**config.mk**
```make
export PLATFORM = sky130hd
export DESIGN_NAME = mpd_decoder
export DESIGN_NICKNAME = d
export VERILOG_FILES = /design/src/mpd_pkg.sv /design/src/mpd_decoder.sv
export VERILOG_INCLUDE_DIRS = /design/src /design/src/src
export SDC_FILE = /design/constraint.sdc
export NUM_CORES = 1
export LEC_CHECK = 0
export BUFFER_PORTS_ARGS = -buffer_cell sky130_fd_sc_hd__buf_2
export CAP_MARGIN = 20
export CORE_MARGIN = 1.5
export CORE_UTILIZATION = 45
export CTS_BUF_LIST = sky130_fd_sc_hd__clkbuf_4 sky130_fd_sc_hd__clkbuf_8
export CTS_CLUSTER_DIAMETER = 200
export DETAILED_ROUTE_END_ITERATION = 12
export PLACE_DENSITY = 0.75
export SYNTH_ARGS = -nofsm -noshare
export SYNTH_HDL_FRONTEND = slang
export SYNTH_SLANG_ARGS = --single-unit
```
**constraint.sdc**
```tcl
create_clock -name ref_clk -period 9.4 [get_ports ref_clk]
set_clock_uncertainty 0.2 [all_clocks]
set_input_delay 1.88 -clock ref_clk [delete_from_list [all_inputs] [get_ports ref_clk]]
set_output_delay 1.88 -clock ref_clk [all_outputs]
set_load 0.1 [all_outputs]
```
**src/mpd_cfg.svh**
```systemverilog
// Purpose: constants for the memory partition decoder
// Assumes: 64 kB program and data spaces, 1 kB data SRAM
// Notes:   sizes are in 1 kB units unless stated
`ifndef MPD_CFG_SVH
`define MPD_CFG_SVH
`define MPD_SRAM_TOP       16'h03FF
`define MPD_DFLASH_BASE    16'h0400
`define MPD_FLASH_KB       6'h20
`define MPD_PART_RESET     3'h7
`define MPD_DIRECT_TOP     8'h7F
`define MPD_BITRAM_BASE    8'h20
`define MPD_BITRAM_TOP     8'h2F
`define MPD_BIT_SFR_BASE   8'h80
`define MPD_CFGA_RESET     8'hFF
`define MPD_CFGB_RESET     8'hFF
`define MPD_EXT_ENABLE_MSK 8'h03
`define MPD_PART_LSB       0
`endif

```
**src/mpd_pkg.sv**
```systemverilog
// Purpose: types for the memory partition decoder
// Assumes: included constants from mpd_cfg.svh
// Notes:   targets are one-hot free binary codes
package mpd_pkg;
  // ==========================================================
  // access targets
  typedef enum logic [2:0]
  {
    MPD_TGT_NONE    = 3'h0,
    MPD_TGT_PFLASH  = 3'h1,
    MPD_TGT_DFLASH  = 3'h2,
    MPD_TGT_SRAM    = 3'h3,
    MPD_TGT_SCRATCH = 3'h4,
    MPD_TGT_SFR     = 3'h5,
    MPD_TGT_EXT     = 3'h6
  } mpd_target_t;

  // ==========================================================
  // access kinds coming from the core
  typedef enum logic [2:0]
  {
    MPD_ACC_FETCH   = 3'h0,
    MPD_ACC_CODERD  = 3'h1,
    MPD_ACC_DATA    = 3'h2,
    MPD_ACC_DIRECT  = 3'h3,
    MPD_ACC_INDIR   = 3'h4,
    MPD_ACC_BIT     = 3'h5
  } mpd_kind_t;

  typedef struct packed
  {
    logic        valid;
    mpd_kind_t   kind;
    logic        write;
    logic [15:0] addr;
    logic [7:0]  wdata;
  } mpd_req_t;

  typedef struct packed
  {
    logic        valid;
    mpd_target_t target;
    logic [15:0] addr;
    logic        write;
    logic [7:0]  wdata;
    logic        bit_op;
    logic [2:0]  bit_sel;
    logic        blocked;
    logic        port_data_zero;
  } mpd_route_t;

  typedef struct packed
  {
    logic [7:0]  cfg_a;
    logic [7:0]  cfg_b;
    mpd_route_t  route;
  } mpd_state_t;
endpackage : mpd_pkg

```
**src/mpd_decoder.sv**
```systemverilog
// Purpose: steer core accesses to flash, SRAM, scratchpad, SPECIAL_FUNCTION_REGISTER or ext port
// Assumes: one request per cycle, registered routing answer next cycle
// Notes:   config registers load only while programming mode is high
//
// Function
// - program and data are separate 64 kB spaces from zero to FFFF
// - on-chip range goes internal when enabled, else external port
// - 3-bit partition code splits flash between program and data
// - program flash shrinks from top; fetches above go external, or are blocked with ports off
// - zero kB program flash sends every fetch external, or blocks it with ports off
// - data flash sits above SRAM starting at 0400 hex
// - data 0000 to 03FF is SRAM, flash follows above it
// - provide 1024 bytes of data SRAM via data-space move
// - internal data accesses show zero on the address/data port when the external port is enabled
// - two config registers writable only in programming mode
// - data flash, and program flash with ports off, readable by data move; writes gated by write select
// - never fetch instructions from data flash region
// - protection bit blocks program flash writes through data move only
// - code-read instruction reads program space; fetches automatic
// - direct register addresses 00 to 7F select scratchpad
// - direct register addresses 80 to FF select SFRs
// - upper scratchpad only indirect; direct goes to SFRs
// - scratchpad 20 to 2F bit addressable, bit op by kind
// - SFRs ending in hex 0 or 8 support bit access
// - unimplemented SPECIAL_FUNCTION_REGISTER reads return zero, except while sfr_erase is high
`timescale 1ns/10ps
`include "mpd_cfg.svh"

module mpd_decoder
#(
  parameter logic [5:0] FLASH_KB = `MPD_FLASH_KB
)
(
  input  wire logic            ref_clk,
  input  wire logic            reset_n,
  input  wire mpd_pkg::mpd_req_t req,
  input  wire logic            prog_mode,
  input  wire logic            cfg_a_we,
  input  wire logic            cfg_b_we,
  input  wire logic [7:0]      cfg_wdata,
  input  wire logic            flash_move_write_enable,
  input  wire logic            pflash_protect,
  input  wire logic            sfr_implemented,
  input  wire logic            sfr_erase,
  output logic [7:0]           hw_config_reg_a,
  output logic [7:0]           hw_config_reg_b,
  output mpd_pkg::mpd_route_t  route,
  output logic                 sfr_read_zero
);

  // ==========================================================
  // partition helpers
  // program flash size in kB for a partition code
  function automatic logic [5:0] prog_kb(input logic [2:0] sel);
    logic [5:0] d;
    d = data_kb(sel);
    prog_kb = FLASH_KB - d;
  endfunction : prog_kb

  // data flash size in kB, scaled to the fitted part size
  function automatic logic [5:0] data_kb(input logic [2:0] sel);
    logic [5:0] d;
    d = 6'h00;
    unique case (sel)
      3'h0, 3'h1: d = FLASH_KB;
      3'h2: d = (FLASH_KB > 6'h10) ? 6'h10 : FLASH_KB;
      3'h3: d = (FLASH_KB > 6'h08) ? 6'h08 : FLASH_KB;
      3'h4: d = (FLASH_KB > 6'h04) ? 6'h04 : FLASH_KB;
      3'h5: d = 6'h02;
      3'h6: d = 6'h01;
      3'h7: d = 6'h00;
    endcase
    data_kb = d;
  endfunction : data_kb

  // top-exclusive byte limit from a kB count
  function automatic logic [16:0] kb_limit(input logic [5:0] kb);
    kb_limit = {1'b0, kb, 10'h000};
  endfunction : kb_limit

  mpd_pkg::mpd_state_t state_reg;
  mpd_pkg::mpd_state_t state_next;

  logic [2:0]  part_sel;
  logic        ext_enabled;
  logic [16:0] prog_lim;
  logic [16:0] data_lim;
  logic [16:0] addr_x;

  // ==========================================================
  // partition decode
  // config is static outside programming, so this is safe combinational
  assign part_sel    = state_reg.cfg_a[`MPD_PART_LSB +: 3];
  // ports enabled when both low bits of config b are clear
  assign ext_enabled = (state_reg.cfg_b & `MPD_EXT_ENABLE_MSK) == 8'h00;
  assign prog_lim    = kb_limit(prog_kb(part_sel));
  assign data_lim    = {1'b0, `MPD_DFLASH_BASE}
                       + kb_limit(data_kb(part_sel));
  assign addr_x      = {1'b0, req.addr};

  // ==========================================================
  // next-state logic
  always_comb
  begin
    state_next = state_reg;
    state_next.route.valid          = 1'b0;
    state_next.route.target         = mpd_pkg::MPD_TGT_NONE;
    state_next.route.addr           = req.addr;
    state_next.route.write          = req.write;
    state_next.route.wdata          = req.wdata;
    state_next.route.bit_op         = 1'b0;
    state_next.route.bit_sel        = req.addr[2:0];
    state_next.route.blocked        = 1'b0;
    state_next.route.port_data_zero = 1'b0;

    // config load only in programming mode
    if (prog_mode && cfg_a_we)
    begin
      state_next.cfg_a = cfg_wdata;
    end
    if (prog_mode && cfg_b_we)
    begin
      state_next.cfg_b = cfg_wdata;
    end

    if (req.valid)
    begin
      state_next.route.valid = 1'b1;
      unique case (req.kind)
        mpd_pkg::MPD_ACC_FETCH, mpd_pkg::MPD_ACC_CODERD:
        begin
          // program space: fetch or code-read share one map
          if (addr_x < prog_lim)
          begin
            state_next.route.target = mpd_pkg::MPD_TGT_PFLASH;
          end
          else if (ext_enabled)
          begin
            state_next.route.target = mpd_pkg::MPD_TGT_EXT;
          end
          else
          begin
            state_next.route.blocked = 1'b1;
          end
          state_next.route.write = 1'b0;
        end
        mpd_pkg::MPD_ACC_DATA:
        begin
          if (req.addr <= `MPD_SRAM_TOP)
          begin
            state_next.route.target = mpd_pkg::MPD_TGT_SRAM;
          end
          else if (addr_x < data_lim)
          begin
            state_next.route.target = mpd_pkg::MPD_TGT_DFLASH;
            state_next.route.blocked =
              req.write && !flash_move_write_enable;
          end
          else if ((addr_x - {1'b0, `MPD_DFLASH_BASE}) <
                   kb_limit(FLASH_KB) && !ext_enabled)
          begin
            // program flash read through data move
            state_next.route.target = mpd_pkg::MPD_TGT_PFLASH;
            state_next.route.addr   = req.addr - `MPD_DFLASH_BASE;
            state_next.route.blocked = req.write &&
              (!flash_move_write_enable || pflash_protect);
          end
          else if (ext_enabled)
          begin
            state_next.route.target = mpd_pkg::MPD_TGT_EXT;
          end
          else
          begin
            state_next.route.blocked = 1'b1;
          end
          // internal hits keep port data at zero while the external port is enabled
          state_next.route.port_data_zero = ext_enabled &&
            (state_next.route.target != mpd_pkg::MPD_TGT_EXT);
        end
        mpd_pkg::MPD_ACC_DIRECT:
        begin
          // direct upper half never reaches scratchpad
          if (req.addr[7:0] <= `MPD_DIRECT_TOP)
          begin
            state_next.route.target = mpd_pkg::MPD_TGT_SCRATCH;
          end
          else
          begin
            state_next.route.target = mpd_pkg::MPD_TGT_SFR;
          end
          state_next.route.addr = {8'h00, req.addr[7:0]};
        end
        mpd_pkg::MPD_ACC_INDIR:
        begin
          state_next.route.target = mpd_pkg::MPD_TGT_SCRATCH;
          state_next.route.addr   = {8'h00, req.addr[7:0]};
        end
        mpd_pkg::MPD_ACC_BIT:
        begin
          // bit address: 00-7F into 20-2F bytes, 80-FF into SPECIAL_FUNCTION_REGISTER x0/x8
          state_next.route.bit_op = 1'b1;
          if (!req.addr[7])
          begin
            state_next.route.target = mpd_pkg::MPD_TGT_SCRATCH;
            state_next.route.addr   =
              {8'h00, `MPD_BITRAM_BASE | {4'h0, req.addr[6:3]}};
          end
          else
          begin
            state_next.route.target = mpd_pkg::MPD_TGT_SFR;
            state_next.route.addr   =
              {8'h00, req.addr[7:3], 3'h0};
          end
        end
        default:
        begin
          state_next.route.blocked = 1'b1;
        end
      endcase
    end
  end

  // ==========================================================
  // state register
  always_ff @(posedge ref_clk or negedge reset_n)
  begin
    if (!reset_n)
    begin
      state_reg.cfg_a <= `MPD_CFGA_RESET;
      state_reg.cfg_b <= `MPD_CFGB_RESET;
      state_reg.route <= '0;
    end
    else
    begin
      state_reg <= state_next;
    end
  end

  // ==========================================================
  // outputs
  assign hw_config_reg_a = state_reg.cfg_a;
  assign hw_config_reg_b = state_reg.cfg_b;
  assign route           = state_reg.route;
  // read of absent SPECIAL_FUNCTION_REGISTER returns zero; erase input unused beyond gating
  assign sfr_read_zero   = state_reg.route.valid && !sfr_erase &&
                           (state_reg.route.target == mpd_pkg::MPD_TGT_SFR)
                           && !sfr_implemented;

endmodule : mpd_decoder

```
After elaboration in Yosys (flattened, before gate mapping)
Memories as Yosys holds them, arrays and structs flattened.
Cells that the tools add are included.
- $add $sub $neg: 4
- magnitude comparators: 5
- equality and inequality tests: 7
- muxes and demuxes: 26
- reduce and logical (&&, ||, !) cells: 19
- operator list (cell ; number):
    16-bit 2-to-1 mux ; 3
    16-bit case mux with 3 select lines ; 1
    21-bit 2-to-1 mux ; 1
    3-bit 2-to-1 mux ; 7
    11-bit by 16-bit adder with 17-bit output (first input constant) ; 1
    16-bit by 17-bit less-than comparator with 1-bit output ; 1
    17-bit by 16-bit less-than comparator with 1-bit output (second input constant) ; 1
    17-bit 2-to-1 mux ; 1
    16-bit by 11-bit subtractor with 17-bit output (second input constant) ; 1
    16-bit by 10-bit less-or-equal comparator with 1-bit output (second input constant) ; 1
    16-bit less-than comparator ; 1
    16-bit by 11-bit subtractor with 16-bit output (second input constant) ; 1
    3-bit case mux with 5 select lines ; 1
    1-bit 2-to-1 mux ; 10
    3-bit == test (second input constant) ; 3
    1-bit logical AND ; 9
    8-bit by 7-bit less-or-equal comparator with 1-bit output (second input constant) ; 1
    8-bit zero test ; 1
    3-bit by 2-bit == test with 1-bit output (second input constant) ; 2
    6-bit subtractor (first input constant) ; 1
    1-bit zero test ; 4
    2-bit OR reduction ; 2
    3-bit by 1-bit == test with 1-bit output (second input constant) ; 1
    3-bit zero test ; 1
    other kinds (5) ; 5
- register bits: 51
- bits in read-only memories: 96
- output and inout port bits: 52
- memories kept: 2
- memories (name ; depth ; bits a word ; rd ports ; clocked after Yosys merged registers in ; wr ports ; RTL line ; text):
    (no name shown) ; 8 ; 6 ; 1 ; 0 ; 0 ; mpd_decoder.sv:64 ; unique case (sel)
    (no name shown) ; 8 ; 6 ; 1 ; 0 ; 0 ; mpd_decoder.sv:64 ;

Longest topological paths before layout
Gate-level depths: netlist (run 1).
- depth in word-level cells: 12
- mapped depth: 14

Worst setup path before layout (run 1)
Ideal clock, no wire load.
- path type: input to output
- start point: input sfr_implemented
- end point: output sfr_read_zero
- arrival: 4311 ps
- required time: 7320 ps
- path slack: 3009 ps
- cell stages on the path: 2
- path buffers: 0
- path through: nand4bb_1 -> nor3b_1
- word-level cells in the longest chain between the ends: 2
- RTL lines (what ; RTL line ; text):
    start, declared ; mpd_decoder.sv:43 ; input wire logic sfr_implemented,
    1-bit zero test ; mpd_decoder.sv:247 ; && !sfr_implemented;
    1-bit logical AND ; mpd_decoder.sv:247 ;
    end, declared ; mpd_decoder.sv:48 ; output logic sfr_read_zero
No other way between the ends.

Final worst setup path (run 1)
Ends and elaborated chain as after synthesis.

==> reports/metrics.cfg, run 1 <==
[synth]
synth.area.top_cells = dfrtp_1 35%, dfstp_2 17%, ha_1 8.6%
ys_warn_count = 0
synthFlopType = dfrtp_1
synth_cell_types = 46
yosysTopAreaCellShare_pct = 35.37
syn_inst = 212
avgSynthCellArea_um2 = 11.68
syn_nets = 275
ys_async_sr_fraction_pct = 100.0
seq_area_frac_synth_pct = 52.35
synth-edff-count = 0
ys_ff_latch = 51
synth_top_cell_by_area = dfrtp_1
syn_area_mm2 = 0.002476

[floorplan]
die_h_um = 77.18
initial_core_util_pct = 47.57
core_mm2 = 0.005205
fp-row-count = 26
dieArea_mm2 = 0.005957
io_pins = 98
die_x_um = 77.18

[timing]
tightest_slew_ps = 607.6
finalSetupViolCount = 0
rsz0062_at_grt = false
setup_tns_ps = 0
period_needed_ps = 4873
maxSlewHeadroom_pct = 59.49
finalCritPeriodShare_pct = 51.84
timing.final.ws_setup_ps = 4527
fmax_mhz = 205.2
timing.final.max_slew_violations = 0
hold_viol_final = 0

[cells_and_area]
final_nets = 377
antenna_cells = 0
drive_gt1_share_pct = 46.67
design_area_mm2 = 0.003156
syn_to_final_growth_pct = 27.44

[global_route]
antenna_found_initial = 0
met1_usage_pct = 21.00
grt_use_met2_pct = 29.74
grt_pass1_vias = 1880
grt_max_degree = 52
grt_overflow = 0
track_usage_pct = 17.26
gr-max-usage-layer = met2
met3_usage_pct = 5.833
grt_pass1_wl_um = 8293

[hold_path]
worstHoldPathType = register to register

[routing]
drc_errors = 0
detail-route-antenna-nets = 0
avgRoutedWirePerCell_um = 12.97
drt_iter0_drc = 50
via_per_inst = 5.106
postRouteWirelength_um = 4994
dr_total_vias = 1966
first_pass_iters = 4

[clocking]
ctsHoldBuffers = 0
cts-resized-gates = 0
cts_root_buffer = clkbuf_8
cts_buffers = 5
path_clk_slew_ps = 80
clk_latency_ps = 290
cts_setup_buffers = 0
cts_buffer_depth = 2
cts.sinks = 51
cts_tree = built
htreeDepth = 2

[place]
dp_hpwl_um = 3984
place_congestion = 0.8329
place_area_mm2 = 0.003043
portBuffers = 97
place_ws_ps = 4531

[critical_path]
crit_top_cell = buf_2
path_max_fanout = 1
slowest_stage = buf_2
crit_path_start = sfr_implemented
cp.required_ps = 7320
crit_path_start_kind = primary input
rr_startpoint = hw_config_reg_a[2]
reg2reg_depth = 11
max_stage_delay_ps = 450
path_cells = buf_2 -> nand4bb_1 -> nor3b_1 -> buf_2
cp-endpoint = sfr_read_zero
timing.rr.end = route[28]
arrival_ps = 2790
regToRegSetupSlack_ps = 5930
critPathCaptureType = primary output
worst-setup-path-type = primary input to primary output

[power_and_ir_drop]
clkPwrFrac_pct = 21.8
power_leakage_nw = 1.585
pwr-share-seq_pct = 38.7
power_density_mw_per_mm2 = 212.1
intPower_w = 0.0003833
switching_share_pct = 42.72
fin_total_pwr_w = 0.0006692
combinationalPowerShare_pct = 39.6
p_sw_w = 0.0002859
peakVddDrop_uv = 163.4

[flow_run]
drv_cap = 0

[run_status]
status = complete, no violations

cell type report:
class	instances	area, µm²
Fill cell	477	2049
Sequential cell	51	1296
Multi-Input combinational cell	148	1129
Timing Repair Buffer	98	493.0
Tap cell	70	87.58
Clock buffer	5	68.82
Clock inverter	3	43.79
Inverter	10	37.54
cells in the final DEF, fill, tap and decap left out, types with 3 or more instances in the layout:
cell      instances
a21oi_1           6
a22o_1            4
o21ai_0           8
nand2b_1          3
clkbuf_8          5
ha_1             17
nor3_1            6
buf_2            97
or2_2             4
dfrtp_1          35
inv_1            10
or3_1             5
and2_1            4
nand2_1          15
a21o_1            4
mux2_2           16
nor2_1           12
nand3_1           3
o211ai_1          4
dfstp_2          16
nor2b_1           3
worst min-delay path by stage:
stage                                  start                 end  cells after the start
after floorplan           hw_config_reg_a[3]  hw_config_reg_a[3]                      1
final                     hw_config_reg_a[5]  hw_config_reg_a[5]                      1
after detailed placement  hw_config_reg_a[5]  hw_config_reg_a[5]                      1
after global placement    hw_config_reg_b[7]  hw_config_reg_b[7]                      1
after global routing      hw_config_reg_a[5]  hw_config_reg_a[5]                      1
after CTS                 hw_config_reg_a[5]  hw_config_reg_a[5]                      1
Yosys cell counts, types with 3 or more instances:
library cell  number
dfrtp_1           35
ha_1              17
dfstp_2           16
mux2_2            16
nand2_1           15
nor2_1            12
inv_1             10
o21ai_0            8
a21oi_1            6
nor3_1             6
or3_1              5
a21o_1             4
a22o_1             4
and2_1             4
o211ai_1           4
or2_2              4
nand2b_1           3
nand3_1            3
nor2b_1            3
per-stage QoR:
step                      cells  utilization (%)  hold slack (ps)
after floorplan             212                -            654.6
after global placement      377            58.46            406.5
after detailed placement    377            58.46            411.8
after CTS                   385            60.62            425.1
after global routing        385            60.62            430.7
final                       385            60.62            421.2
metal layers:
metal  routed length, µm  share of wire, %
met5                   0                 0
met4                  37              0.74
met3                 452               9.1
met2                2367                47
met1                2136                43
logic make-up (layout without fill, tap and decap cells):
family / count (synthesis) / in the layout / share of synthesized area, %
XOR/XNOR: 4 / 4 / 1.415
flip-flops: 51 / 51 / 52.35
AO/OA/AOI/OAI: 41 / 41 / 12.28
AND/OR/NAND/NOR: 70 / 70 / 16.02
multiplexers: 16 / 16 / 7.276
buffers and inverters: 13 / 116 / 2.072
adder cells (fa/ha/maj): 17 / 17 / 8.590
power by group through the flow:
| stage | sequential [W] | combinational [W] | clock, W |
|---|---|---|---|
| after CTS | 0.000259 | 0.000266 | 0.000150 |
| after detailed placement | 0.000263 | 0.000266 | 0 |
| after global placement | 0.000262 | 0.000262 | 0 |
| final | 0.000259 | 0.000265 | 0.000146 |
| after global routing | 0.000262 | 0.000279 | 0.000161 |
| after floorplan | 0.000413 | 0.0000647 | 0 |
worst max-delay path: cells and delay by family:
family                 cells  cell delay [ps]
buffers and inverters      2              540
and+or+nand+nor            2              370
state kept, by name, indices dropped and copies added, names as in the netlist:
name / cells
hw_config_reg_a: 8
hw_config_reg_b: 8
route: 35
No activity file was read; power rests on OpenSTA's default activity.
==> inputs of run 2 (changes only) <==
clock period = 4.7 ns   (was 9.4 ns; I/O delays follow)
==> reports/metrics.cfg, run 2 (synthesis results as in run 1) <==
[cells_and_area]
drive_gt1_share_pct = 46.67  ; unchanged
top_register = route
fin_util_pct = 60.79  ; +0.17 points
largest_reg_flops = 35  ; unchanged
syn_to_final_growth_pct = 27.79
fin_cells = 385  ; unchanged
antenna_cells = 0  ; unchanged
final_nets = 377  ; unchanged
layout_commonest_cell = buf_2
mostFrequentLayoutCells = 97 x buf_2, 35 x dfrtp_1, 17 x ha_1, 16 x mux2_2, 16 x dfstp_2

[critical_path]
critPathCaptureType = register
worst-setup-path-type = register to register
arrival_ps = 3480  ; +690 ps
reg2reg_depth = 11  ; unchanged
crit_path_start_kind = register
cp.required_ps = 4740  ; -2580 ps
path_max_fanout = 11  ; +10

[clocking]
cts_buffers = 5  ; unchanged
cts_setup_buffers = 0  ; unchanged
cts.sinks = 51  ; unchanged
path_clk_slew_ps = 90  ; about the same
cts_tree = built
clk_latency_ps = 300  ; about the same
ctsHoldBuffers = 0  ; unchanged
htreeDepth = 2  ; unchanged
cts-resized-gates = 0  ; unchanged
cts_buffer_depth = 2  ; unchanged
cts_root_buffer = clkbuf_8

[floorplan]
die_x_um = 77.18  ; unchanged
die_h_um = 77.18  ; unchanged
core_mm2 = 0.005205  ; unchanged
io_pins = 98  ; unchanged
dieArea_mm2 = 0.005957  ; unchanged
initial_core_util_pct = 47.57  ; unchanged
fp-row-count = 26  ; unchanged

[routing]
highest_layer = met4
detail-route-antenna-nets = 0  ; unchanged
wirelength_met1_um = 2202  ; +3.1%
wl_met2_um = 2253  ; -4.8%
met3WireLength_um = 429  ; -5.1%
avgRoutedWirePerCell_um = 12.93  ; -0.30%
dr_total_vias = 1932  ; -1.7%
first_pass_iters = 4  ; unchanged
postRouteWirelength_um = 4979  ; -0.30%
drc_errors = 0  ; unchanged
drt_iter0_drc = 42  ; -16%
via_per_inst = 5.018  ; -1.7%

[timing]
setup_tns_ps = 0  ; unchanged
maxSlewHeadroom_pct = 66.81  ; +7.3 points
tightest_slew_ps = 497.8  ; -109.8 ps
rsz0062_at_grt = false
hold_viol_final = 0  ; unchanged
timing.final.max_slew_violations = 0  ; unchanged
finalCritPeriodShare_pct = 73.09
fmax_mhz = 291.1
holdWs_ps = 274.1  ; -147.1 ps
finalSetupViolCount = 0  ; unchanged
period_needed_ps = 3435

[global_route]
grt_max_degree = 43  ; -17%
grt_pass1_vias = 1854  ; -1.4%
track_usage_pct = 17.55  ; +0.29 points
grt_pass1_wl_um = 8293  ; unchanged
grt_overflow = 0  ; unchanged
antenna_found_initial = 0  ; unchanged

[place]
place_congestion = 0.8045  ; -3.4%
dp_hpwl_um = 3964  ; -0.50%
portBuffers = 97  ; unchanged
dp.cells = 377  ; unchanged

[power_and_ir_drop]
fin_total_pwr_w = 0.001356  ; +100%
power_leakage_nw = 1.588  ; +0.23%
peakVddDrop_uv = 345.8  ; +110%
power_density_mw_per_mm2 = 428.7  ; +100%

[run_status]
status = complete, no violations

[flow_run]
drv_cap = 0  ; unchanged

[hold_path]
worstHoldPathType = primary input to async pin

run 2: cell count changes in the layout (fill, tap and decap cells not counted), sizes merged:
cell    previous run  this run
clkinv             2         0
clkbuf             5         6
inv               10        11
run 2: layout make-up:
class | count | area [µm²]
clock buffers | 6 | 82.58
well taps | 70 | 87.58
repair buffers | 98 | 493.0
clock inverters | 2 | 38.79
flip-flops and latches | 51 | 1296
inverters | 10 | 37.54
multi-input cells | 148 | 1129
fillers | 454 | 2041
run 2: final timing paths:
kind / end / startpoint / slack, ps
max in group asynchronous: hw_config_reg_a[1] / reset_n / 3270
min reg2reg: hw_config_reg_b[4] / hw_config_reg_b[4] / 420
min: route[28] / reset_n / 270
max: route[28] / hw_config_reg_a[2] / 1260
max reg2reg: route[28] / hw_config_reg_a[2] / 1260
min in group ref_clk: hw_config_reg_b[4] / hw_config_reg_b[4] / 420
run 2: metrics by stage:
step	setup WS (ps)	cell area, µm²
final	1265	3164
after global routing	1030	3164
after CTS	1251	3164
after detailed placement	1280	3043
after global placement	1329	3043
after floorplan	188.9	2476
run 2: layer usage:
metal  global-route usage (%)  vias to the layer above
li1                         -                      962
met1                    21.97                      881
met2                    28.16                       79
met3                    6.071                       10
met4                    6.182                        0
met5                        0                        -
run 2: power breakdown:
group          switching [W]  internal [W]  total [W]  leakage [nW]
logic               0.000414      0.000114   0.000528         0.931
clock network       0.000137      0.000175   0.000312        0.0618
registers          0.0000227      0.000493   0.000516         0.595
run 2: critical path: stages, from the launching register on:
cell and delay (ps):
dfstp_2 640, nand2_1 60, or2_2 290, ha_1 280, inv_1 40, ha_1 280
o21ai_0 130, a221oi_4 350, o21ai_2 100, nand4bb_1 360, or4_1 570, nand2_1 70
